$ cat src/core/edqo_pkg.sv
// constants, register map and reset values for the divided quadrature output
// Operation
// - divide encoder counts into a quadrature pair
// - outputs up to 2Mpps, driven differentially
// - setting 0: A leads B when turning CW
// - setting 1: B leads A, order inverted
// - index polarity: 0 active high, 1 low
// - pulses per revolution sets ratio, default 2500
// - setting selects source of division path
package edqo_pkg;

    // register offsets on the plain register port
    localparam logic [3:0]  EDQO_CTRL_OFS     = 4'h0;
    localparam logic [3:0]  EDQO_PPR_OFS      = 4'h4;
    localparam logic [3:0]  EDQO_STATUS_OFS   = 4'h8;
    localparam logic [3:0]  EDQO_COUNT_OFS    = 4'hC;

    // control field positions
    localparam int          EDQO_CTRL_DIR_BIT = 0;
    localparam int          EDQO_CTRL_POL_BIT = 1;
    localparam int          EDQO_CTRL_SRC_BIT = 2;

    // status field positions
    localparam int          EDQO_ST_A_BIT     = 0;
    localparam int          EDQO_ST_B_BIT     = 1;
    localparam int          EDQO_ST_Z_BIT     = 2;
    localparam int          EDQO_ST_OVR_BIT   = 3;
    localparam int          EDQO_ST_ERR_BIT   = 4;

    // values after reset and ppr limits
    localparam logic [2:0]  EDQO_CTRL_RST     = 3'h0;
    localparam logic [13:0] EDQO_PPR_RST      = 14'h09C4;
    localparam logic [13:0] EDQO_PPR_MIN      = 14'h000A;
    localparam logic [13:0] EDQO_PPR_MAX      = 14'h2710;

    // encoder counts (four per line) per motor revolution, plain default
    localparam logic [16:0] EDQO_ENC_CNT_REV  = 17'h09C40;

    // timing
    localparam int          EDQO_CLK_HZ       = 20_000_000;
    localparam int          EDQO_MAX_PPS      = 2_000_000;
    localparam int          EDQO_EDGE_MIN_NS  = 1_000_000_000 / (4 * EDQO_MAX_PPS);
    localparam int          EDQO_Z_MIN_NS     = 1_000_000_000 / (2 * EDQO_MAX_PPS);
    localparam int          EDQO_EDGE_CYC     =
        (EDQO_EDGE_MIN_NS * (EDQO_CLK_HZ / 1_000_000) + 999) / 1000;
    localparam int          EDQO_Z_CYC        =
        (EDQO_Z_MIN_NS * (EDQO_CLK_HZ / 1_000_000) + 999) / 1000;
    localparam logic [3:0]  EDQO_EDGE_CYC_V   = 4'(EDQO_EDGE_CYC);
    localparam logic [3:0]  EDQO_Z_CYC_V      = 4'(EDQO_Z_CYC);

    // pending output steps, signed, saturating
    localparam logic signed [3:0] EDQO_PEND_MAX = 4'sh7;
    localparam logic signed [3:0] EDQO_PEND_MIN = -4'sh7;

    // output source choice
    typedef enum logic [0:0] {
        EDQO_SRC_MOTOR = 1'b0,
        EDQO_SRC_AUX   = 1'b1
    } edqo_src_t;

endpackage

$ cat src/core/edqo_top.sv
// encoder divided quadrature output with register port
`timescale 1ns/1ps
module edqo_top
    import edqo_pkg::*;
(
    input  wire logic        clk,
    input  wire logic        rst_n,
    input  wire logic [3:0]  reg_addr,
    input  wire logic [31:0] reg_wdata,
    input  wire logic        reg_wr,
    input  wire logic        reg_rd,
    output logic      [31:0] reg_rdata,
    input  wire logic        enc_a_in,
    input  wire logic        enc_b_in,
    input  wire logic        enc_z_in,
    input  wire logic        aux_a_in,
    input  wire logic        aux_b_in,
    input  wire logic        aux_z_in,
    output logic             divided_phase_a_out_p,
    output logic             divided_phase_a_out_n,
    output logic             divided_phase_b_out_p,
    output logic             divided_phase_b_out_n,
    output logic             divided_index_out_p,
    output logic             divided_index_out_n
);

    // pin vector: {aux z,b,a, motor z,b,a}
    logic [5:0]        pins;
    logic [5:0]        sync1_ff;        // first stage, read only by second
    logic [5:0]        sync2_ff;
    logic [5:0]        sync3_ff;
    logic [5:0]        filt_ff;         // accepted level

    // settings
    logic [2:0]        ctrl_ff;
    logic [13:0]       output_pulses_per_rev_ff;
    logic              divided_output_direction_sel;
    logic              index_pulse_polarity_sel;
    edqo_src_t         src_sel;

    // decode
    logic              sel_a;
    logic              sel_b;
    logic              sel_z;
    logic [1:0]        qpos;            // position inside one quadrature cycle
    logic [1:0]        qpos_ff;
    logic              z_prev_ff;
    edqo_src_t         src_prev_ff;
    logic [1:0]        qdiff;
    logic              cnt_fwd;
    logic              cnt_rev;
    logic              cnt_err;

    // divider
    logic [16:0]       acc_ff;
    logic [16:0]       ppr_x4;
    logic [16:0]       acc_sum;
    logic              step_fwd;
    logic              step_rev;

    // output stepping
    logic signed [3:0] pend_ff;
    logic [3:0]        gap_ff;
    logic [1:0]        outq_ff;
    logic              out_go;
    logic              out_fwd;
    logic [3:0]        z_cnt_ff;
    logic              ovr_ff;
    logic              err_ff;
    logic [15:0]       out_cnt_ff;

    // output levels before the pin flops
    logic              nxt_a;
    logic              nxt_b;
    logic              nxt_z;
    logic              phase_a;
    logic              phase_b;

    assign pins = {aux_z_in, aux_b_in, aux_a_in, enc_z_in, enc_b_in, enc_a_in};

    assign divided_output_direction_sel = ctrl_ff[EDQO_CTRL_DIR_BIT];
    assign index_pulse_polarity_sel     = ctrl_ff[EDQO_CTRL_POL_BIT];
    assign src_sel = edqo_src_t'(ctrl_ff[EDQO_CTRL_SRC_BIT]);

    // three flop pin synchroniser, a level counts once stages two and three agree
    genvar gi;
    generate
        for (gi = 0; gi < 6; gi++) begin : g_sync
            always_ff @(posedge clk or negedge rst_n) begin
                if (!rst_n) begin
                    sync1_ff[gi] <= 1'b0;
                    sync2_ff[gi] <= 1'b0;
                    sync3_ff[gi] <= 1'b0;
                    filt_ff[gi]  <= 1'b0;
                end else begin
                    sync1_ff[gi] <= pins[gi];
                    sync2_ff[gi] <= sync1_ff[gi];
                    sync3_ff[gi] <= sync2_ff[gi];
                    // single-cycle glitches never reach the decoder
                    if (sync2_ff[gi] == sync3_ff[gi]) begin
                        filt_ff[gi] <= sync3_ff[gi];
                    end
                end
            end
        end
    endgenerate

    // source mux for the division path
    always_comb begin
        if (src_sel == EDQO_SRC_AUX) begin
            sel_a = filt_ff[3];
            sel_b = filt_ff[4];
            sel_z = filt_ff[5];
        end else begin
            sel_a = filt_ff[0];
            sel_b = filt_ff[1];
            sel_z = filt_ff[2];
        end
    end

    // quadrature decode: A leading B walks qpos downward
    assign qpos    = {sel_a, sel_a ^ sel_b};
    assign qdiff   = qpos - qpos_ff;
    // a source switch re-seeds the history instead of counting a jump
    assign cnt_fwd = (qdiff == 2'h3) && (src_prev_ff == src_sel);
    assign cnt_rev = (qdiff == 2'h1) && (src_prev_ff == src_sel);
    assign cnt_err = (qdiff == 2'h2) && (src_prev_ff == src_sel);

    // decoder history
    always_ff @(posedge clk or negedge rst_n) begin
        if (!rst_n) begin
            qpos_ff     <= 2'h0;
            z_prev_ff   <= 1'b0;
            src_prev_ff <= EDQO_SRC_MOTOR;
        end else begin
            qpos_ff     <= qpos;
            z_prev_ff   <= sel_z;
            src_prev_ff <= src_sel;
        end
    end

    // rate accumulator: 4*ppr output edges per revolution of encoder counts
    assign ppr_x4  = {1'b0, output_pulses_per_rev_ff, 2'b00};
    assign acc_sum = acc_ff + ppr_x4;
    assign step_fwd = cnt_fwd && (acc_sum >= EDQO_ENC_CNT_REV);
    assign step_rev = cnt_rev && (acc_ff < ppr_x4);

    // divider state; reverse mirrors forward so back-and-forth motion nets to zero
    always_ff @(posedge clk or negedge rst_n) begin
        if (!rst_n) begin
            acc_ff <= 17'h00000;
        end else if (cnt_fwd) begin
            if (step_fwd) begin
                acc_ff <= acc_sum - EDQO_ENC_CNT_REV;
            end else begin
                acc_ff <= acc_sum;
            end
        end else if (cnt_rev) begin
            if (step_rev) begin
                acc_ff <= acc_ff + EDQO_ENC_CNT_REV - ppr_x4;
            end else begin
                acc_ff <= acc_ff - ppr_x4;
            end
        end
    end

    // an output edge may leave once the minimum edge spacing has passed
    assign out_go  = (gap_ff == 4'h0) && (pend_ff != 4'sh0);
    assign out_fwd = (pend_ff > 4'sh0);

    // pending steps between divider and pins; holds bursts above the rate limit
    always_ff @(posedge clk or negedge rst_n) begin
        if (!rst_n) begin
            pend_ff <= 4'sh0;
        end else begin
            case ({step_fwd, step_rev, out_go})
                3'b100: pend_ff <= (pend_ff == EDQO_PEND_MAX) ? pend_ff : pend_ff + 4'sh1;
                3'b010: pend_ff <= (pend_ff == EDQO_PEND_MIN) ? pend_ff : pend_ff - 4'sh1;
                3'b001: pend_ff <= out_fwd ? pend_ff - 4'sh1 : pend_ff + 4'sh1;
                3'b101: pend_ff <= out_fwd ? pend_ff : pend_ff + 4'sh2;
                3'b011: pend_ff <= out_fwd ? pend_ff - 4'sh2 : pend_ff;
                default: pend_ff <= pend_ff;
            endcase
        end
    end

    // edge spacing counter keeps each phase under the maximum pulse rate
    always_ff @(posedge clk or negedge rst_n) begin
        if (!rst_n) begin
            gap_ff <= 4'h0;
        end else if (out_go) begin
            gap_ff <= EDQO_EDGE_CYC_V - 4'h1;
        end else if (gap_ff != 4'h0) begin
            gap_ff <= gap_ff - 4'h1;
        end
    end

    // output quadrature position and output pulse counter
    always_ff @(posedge clk or negedge rst_n) begin
        if (!rst_n) begin
            outq_ff    <= 2'h0;
            out_cnt_ff <= 16'h0000;
        end else if (out_go) begin
            outq_ff <= out_fwd ? outq_ff + 2'h1 : outq_ff - 2'h1;
            // one full pulse every four edges
            if (out_fwd && (outq_ff == 2'h3)) begin
                out_cnt_ff <= out_cnt_ff + 16'h0001;
            end else if (!out_fwd && (outq_ff == 2'h0)) begin
                out_cnt_ff <= out_cnt_ff - 16'h0001;
            end
        end
    end

    // index pulse stretcher, started only by a rising index edge of the selected source
    always_ff @(posedge clk or negedge rst_n) begin
        if (!rst_n) begin
            z_cnt_ff <= 4'h0;
        end else if (sel_z && !z_prev_ff && (src_prev_ff == src_sel)) begin
            z_cnt_ff <= EDQO_Z_CYC_V;
        end else if (z_cnt_ff != 4'h0) begin
            z_cnt_ff <= z_cnt_ff - 4'h1;
        end
    end

    // forward sequence with A leading: 00,10,11,01
    assign phase_a = outq_ff[0] ^ outq_ff[1];
    assign phase_b = outq_ff[1];

    // phase order and index polarity
    always_comb begin
        if (divided_output_direction_sel) begin
            nxt_a = phase_b;
            nxt_b = phase_a;
        end else begin
            nxt_a = phase_a;
            nxt_b = phase_b;
        end
        nxt_z = (z_cnt_ff != 4'h0) ^ index_pulse_polarity_sel;
    end

    // differential pin flops, both legs registered
    always_ff @(posedge clk or negedge rst_n) begin
        if (!rst_n) begin
            divided_phase_a_out_p <= 1'b0;
            divided_phase_a_out_n <= 1'b1;
            divided_phase_b_out_p <= 1'b0;
            divided_phase_b_out_n <= 1'b1;
            divided_index_out_p   <= 1'b0;
            divided_index_out_n   <= 1'b1;
        end else begin
            divided_phase_a_out_p <= nxt_a;
            divided_phase_a_out_n <= ~nxt_a;
            divided_phase_b_out_p <= nxt_b;
            divided_phase_b_out_n <= ~nxt_b;
            divided_index_out_p   <= nxt_z;
            divided_index_out_n   <= ~nxt_z;
        end
    end

    // settings registers; ppr is clamped to its legal span on write
    always_ff @(posedge clk or negedge rst_n) begin
        if (!rst_n) begin
            ctrl_ff                  <= EDQO_CTRL_RST;
            output_pulses_per_rev_ff <= EDQO_PPR_RST;
        end else if (reg_wr) begin
            if (reg_addr == EDQO_CTRL_OFS) begin
                ctrl_ff <= reg_wdata[2:0];
            end else if (reg_addr == EDQO_PPR_OFS) begin
                if (reg_wdata[31:0] < {18'h0, EDQO_PPR_MIN}) begin
                    output_pulses_per_rev_ff <= EDQO_PPR_MIN;
                end else if (reg_wdata[31:0] > {18'h0, EDQO_PPR_MAX}) begin
                    output_pulses_per_rev_ff <= EDQO_PPR_MAX;
                end else begin
                    output_pulses_per_rev_ff <= reg_wdata[13:0];
                end
            end
        end
    end

    // sticky flags: a new event in the clearing cycle wins
    always_ff @(posedge clk or negedge rst_n) begin
        if (!rst_n) begin
            ovr_ff <= 1'b0;
            err_ff <= 1'b0;
        end else begin
            // a step is lost only when nothing drains in the same cycle
            if (!out_go && ((step_fwd && pend_ff == EDQO_PEND_MAX) ||
                            (step_rev && pend_ff == EDQO_PEND_MIN))) begin
                ovr_ff <= 1'b1;
            end else if (reg_wr && reg_addr == EDQO_STATUS_OFS &&
                         reg_wdata[EDQO_ST_OVR_BIT]) begin
                ovr_ff <= 1'b0;
            end
            if (cnt_err) begin
                err_ff <= 1'b1;
            end else if (reg_wr && reg_addr == EDQO_STATUS_OFS &&
                         reg_wdata[EDQO_ST_ERR_BIT]) begin
                err_ff <= 1'b0;
            end
        end
    end

    // read data stand in the cycle after the strobe only
    always_ff @(posedge clk or negedge rst_n) begin
        if (!rst_n) begin
            reg_rdata <= 32'h00000000;
        end else if (reg_rd) begin
            if (reg_addr == EDQO_CTRL_OFS) begin
                reg_rdata <= {29'h0, ctrl_ff};
            end else if (reg_addr == EDQO_PPR_OFS) begin
                reg_rdata <= {18'h0, output_pulses_per_rev_ff};
            end else if (reg_addr == EDQO_STATUS_OFS) begin
                reg_rdata <= {27'h0, err_ff, ovr_ff, (z_cnt_ff != 4'h0), nxt_b, nxt_a};
            end else if (reg_addr == EDQO_COUNT_OFS) begin
                reg_rdata <= {16'h0, out_cnt_ff};
            end else begin
                reg_rdata <= 32'h00000000; // unmapped reads as zero
            end
        end else begin
            reg_rdata <= 32'h00000000;
        end
    end

endmodule

$ cat config.mk
export PLATFORM = sky130hd
export DESIGN_NAME = edqo_top
export DESIGN_NICKNAME = d
export VERILOG_FILES = /design/src/core/edqo_pkg.sv /design/src/core/edqo_top.sv
export SDC_FILE = /design/constraint.sdc
export NUM_CORES = 1
export LEC_CHECK = 0
export BUFFER_PORTS_ARGS = -buffer_cell sky130_fd_sc_hd__buf_2
export CAP_MARGIN = 40
export CORE_ASPECT_RATIO = 0.9
export CORE_MARGIN = 8
export CORE_UTILIZATION = 24
export DETAILED_ROUTE_END_ITERATION = 10
export HOLD_SLACK_MARGIN = 0.03
export SYNTH_ARGS = -nofsm -noshare
export SYNTH_HDL_FRONTEND = slang
export SYNTH_SLANG_ARGS = --single-unit
$ cat constraint.sdc
create_clock -name clk -period 6.3 [get_ports clk]
set_input_delay 0.63 -clock clk [delete_from_list [all_inputs] [get_ports clk]]
set_output_delay 0.63 -clock clk [all_outputs]
set_load 0.1 [all_outputs]
==> impl_metrics.json <==
{
  "max_slew.worst_pin.slew_ns": 0.953,
  "setup_tns_ns": 0,
  "tritoncts_num_sinks": 114,
  "final_hold_viol_count": 0,
  "antenna_found_initial": 0,
  "cell_internal_pwr_uw": 3070,
  "post_cts_hold_buffer_count": 0,
  "clock_root_cell": "sky130_fd_sc_hd__clkbuf_16",
  "async_set_or_reset_flop_fraction_in_the_synthesized_netlist_pct": 100,
  "synth_area_leader_cell": "sky130_fd_sc_hd__dfrtp_1",
  "p_leak_uw": 0.00449,
  "tritoncts_buffer_count": 17,
  "routed_wire_length_per_instance_um": 15.8,
  "yosys_register_bits": 114,
  "maxCapViolations": 0,
  "die_h_um": 196,
  "status": "completed",
  "routabilityCongestion": 0.884,
  "syn-mean-instance-area_um2": 8.92,
  "drc": 0,
  "fillers": 3851,
  "route.antenna.remaining_nets": 0,
  "fp.coreArea_um2": 35800,
  "synth.top_cells.by_area": "sky130_fd_sc_hd__dfrtp_1 31%, sky130_fd_sc_hd__ha_1 10%, sky130_fd_sc_hd__xnor2_1 4.1%",
  "grt_pass1_wl_mm": 39.0,
  "type_of_origin_of_the_critical_path": "flop",
  "cts-root-to-sink-buffers": 2,
  "slew_headroom_pct": 35.6,
  "drt-vias-per-instance": 4.81,
  "timing_worst_setup_path_type": "flop to flop",
  "finalNetCount": 1164,
  "worstSetupEndpointType": "flop",
  "power.clock.fraction_pct": 17.5,
  "share_seq_of_total_power_pct": 19.0,
  "finalClockSkew_ns": 0.00859,
  "critPathMaxFanout": 19,
  "most_common_library_cell_in_the_layout_ignoring_fill_and_taps": "sky130_fd_sc_hd__dfrtp_1",
  "period_share_pct": 76.1,
  "clk_pin_slew_ns": 0.06,
  "io-pin-count": 84,
  "commonest_non_fill_non_tap_cells_in_the_layout": "106 x sky130_fd_sc_hd__dfrtp_1, 79 x sky130_fd_sc_hd__inv_1, 79 x sky130_fd_sc_hd__nor2_1, 79 x sky130_fd_sc_hd__nand2_1, 72 x sky130_fd_sc_hd__ha_1",
  "clk_latency_ns": 0.42,
  "cts_htree_levels": 4,
  "start_util_pct": 24.1,
  "finalHoldWorstSlack_ns": 0.260,
  "part_of_the_total_power_dissipated_in_combinational_logic_pct": 63.4,
  "yosysWarnings": 0,
  "post_cts.repair.setup_buffers": 0,
  "synth_seq_area_share_pct": 33.1,
  "area_share_of_the_largest_cell_type_after_synthesis_pct": 30.7,
  "setup_viol": 0,
  "synth_area_um2": 8650,
  "worst_ir_drop_vdd_mv": 0.309,
  "power_density_nw_per_um2": 587,
  "io_buffer_count": 67,
  "grt-ovfl-total": 0,
  "grt_setup_unrepaired": "no",
  "grt_start_max_net_pins": 60,
  "final_max_slew_violation_count": 0,
  "post_synth_inst_count": 970,
  "fp-row-count": 66,
  "n_antenna_cell": 0,
  "die_area_um2": 42400,
  "switching_share_pct": 48.2,
  "yosys.cell_types.count": 84,
  "total_grt_usage_pct": 11.3,
  "finalCriticalPeriod_ns": 4.79,
  "die_width_um": 216,
  "ctsResizeCount": 0,
  "hold_class": "input pin to asynchronous set/reset pin",
  "p_switching_uw": 2860,
  "area_growth_syn_to_layout_pct": 16.6,
  "post_route_cells_drive_above_1_share_pct": 14.5,
  "ys.flop_type": "sky130_fd_sc_hd__dfrtp_1",
  "drt_first_pass_iters": 5,
  "detailedRoute.firstIterationViolations": 545,
  "critPathArrivalTime_ns": 5.10,
  "tritoncts": "yes",
  "route.final.wire_length_mm": 24.0,
  "place_hpwl_mm": 18.5,
  "achievable-frequency_mhz": 209,
  "via_count_of_the_first_global_routing_pass": 7160,
  "required_time_of_the_critical_path_ns": 6.61,
  "synth_edf_count": 0,
  "vias": 7309
}
==> power groups by stage <==
| stage | clock [uW] | sequential, uW | combinational, uW |
|---|---|---|---|
| 2_1_floorplan | 0 | 1240 | 2770 |
| 3_3_place_gp | 0 | 1130 | 3650 |
| 3_5_place_dp | 0 | 1140 | 3690 |
| 4_1_cts | 1060 | 1130 | 3720 |
| 5_1_grt | 1090 | 1160 | 4180 |
| 6_report | 1040 | 1130 | 3760 |
==> layout make-up <==
type | instances | area (um^2) | area share (%)
clock buffer | 17 | 425 | 4.21
clock inverter | 14 | 203 | 2.01
inverter | 83 | 312 | 3.09
multi-input combinational | 742 | 5280 | 52.3
sequential | 114 | 2860 | 28.4
tap | 476 | 596 | 5.90
timing repair buffer | 75 | 413 | 4.09
==> synthesized netlist by cell type (all sizes together) (13+ instances only) <==
library cell and n:
nand3 19, mux2i 23, a21oi 51, ha 72, fa 13, nor3 30, xnor2 42, dfrtp 106
o211ai 14, nor2 81, nand2 79, clkbuf 20, inv 81, buf 26, xor2 15, o21ai 62
==> registers in the layout, summed over array words and instances, names as in the netlist, 2 cells and up <==
signal / cells
out_cnt_ff: 16
sync2_ff: 6
gap_ff: 4
reg_rdata: 16
qpos_ff: 2
outq_ff: 2
output_pulses_per_rev_ff: 14
acc_ff: 15
sync1_ff: 6
pend_ff: 4
filt_ff: 6
ctrl_ff: 3
z_cnt_ff: 4
sync3_ff: 6
==> critical path, cell delays in order (launching register included) <==
cell and delay [ns]:
sky130_fd_sc_hd__dfrtp_1 0.46, sky130_fd_sc_hd__inv_1 0.14, sky130_fd_sc_hd__ha_1 0.27, sky130_fd_sc_hd__a21oi_1 0.29, sky130_fd_sc_hd__nand2_1 0.49, sky130_fd_sc_hd__ha_1 0.47, sky130_fd_sc_hd__a21o_1 0.18, sky130_fd_sc_hd__a21o_1 0.20
sky130_fd_sc_hd__a2111oi_0 0.60, sky130_fd_sc_hd__o31ai_1 0.21, sky130_fd_sc_hd__o41ai_1 0.42, sky130_fd_sc_hd__o21ba_2 0.19, sky130_fd_sc_hd__o21bai_1 0.08, sky130_fd_sc_hd__and2_1 0.18, sky130_fd_sc_hd__o311a_1 0.36, sky130_fd_sc_hd__xnor2_1 0.13
==> logic make-up after synthesis <==
group / after synthesis / synth area share (%)
adders and majority gates: 91 / 14.1
other: 1 / 0.0433
buffers and inverters: 129 / 6.55
muxes: 30 / 3.57
AOI/OAI and AO/OA: 241 / 19.2
and+or+nand+nor: 307 / 17.5
xor gates and xnor gates: 57 / 5.86
DFF: 114 / 33.1
==> layer usage <==
metal | GRT usage, % | part of all wire (%) | vias up
li1 | - | - | 3525
met1 | 15.8 | 48 | 3542
met2 | 17.6 | 44 | 208
met3 | 1.86 | 6.1 | 34
met4 | 3.35 | 1.9 | 0
met5 | 0 | 0 | -
==> path summary, 6_finish.rpt <==
check                                  from             end  slack, ns  cells past startpoint
worst max-delay path             pend_ff[1]  out_cnt_ff[15]       1.51                     15
worst min-delay path                  rst_n      filt_ff[2]       0.26                      1
worst max register to register   pend_ff[1]  out_cnt_ff[15]       1.51                     15
worst min register to register  sync1_ff[1]     sync2_ff[1]       0.35                      0
max in group asynchronous             rst_n       acc_ff[9]       4.84                      2
min in group clk                   aux_z_in     sync1_ff[5]       0.31                      1
==> through the flow <==
| step | setup WS (ns) | utilization [%] | power [uW] | area (um^2) | std cells |
|---|---|---|---|---|---|
| final | 1.51 | 28.2 | 5930 | 10100 | 1521 |
| after global routing | 0.884 | 28.2 | 6430 | 10100 | 1521 |
| after CTS | 1.48 | 28.2 | 5910 | 10100 | 1521 |
| after detailed placement | 1.50 | 26.4 | 4830 | 9470 | 1490 |
| after global placement | 1.63 | 26.3 | 4780 | 9440 | 1488 |
| after floorplan | 2.13 | - | 4010 | 8710 | 985 |
Power figures use the tool's default switching activity.
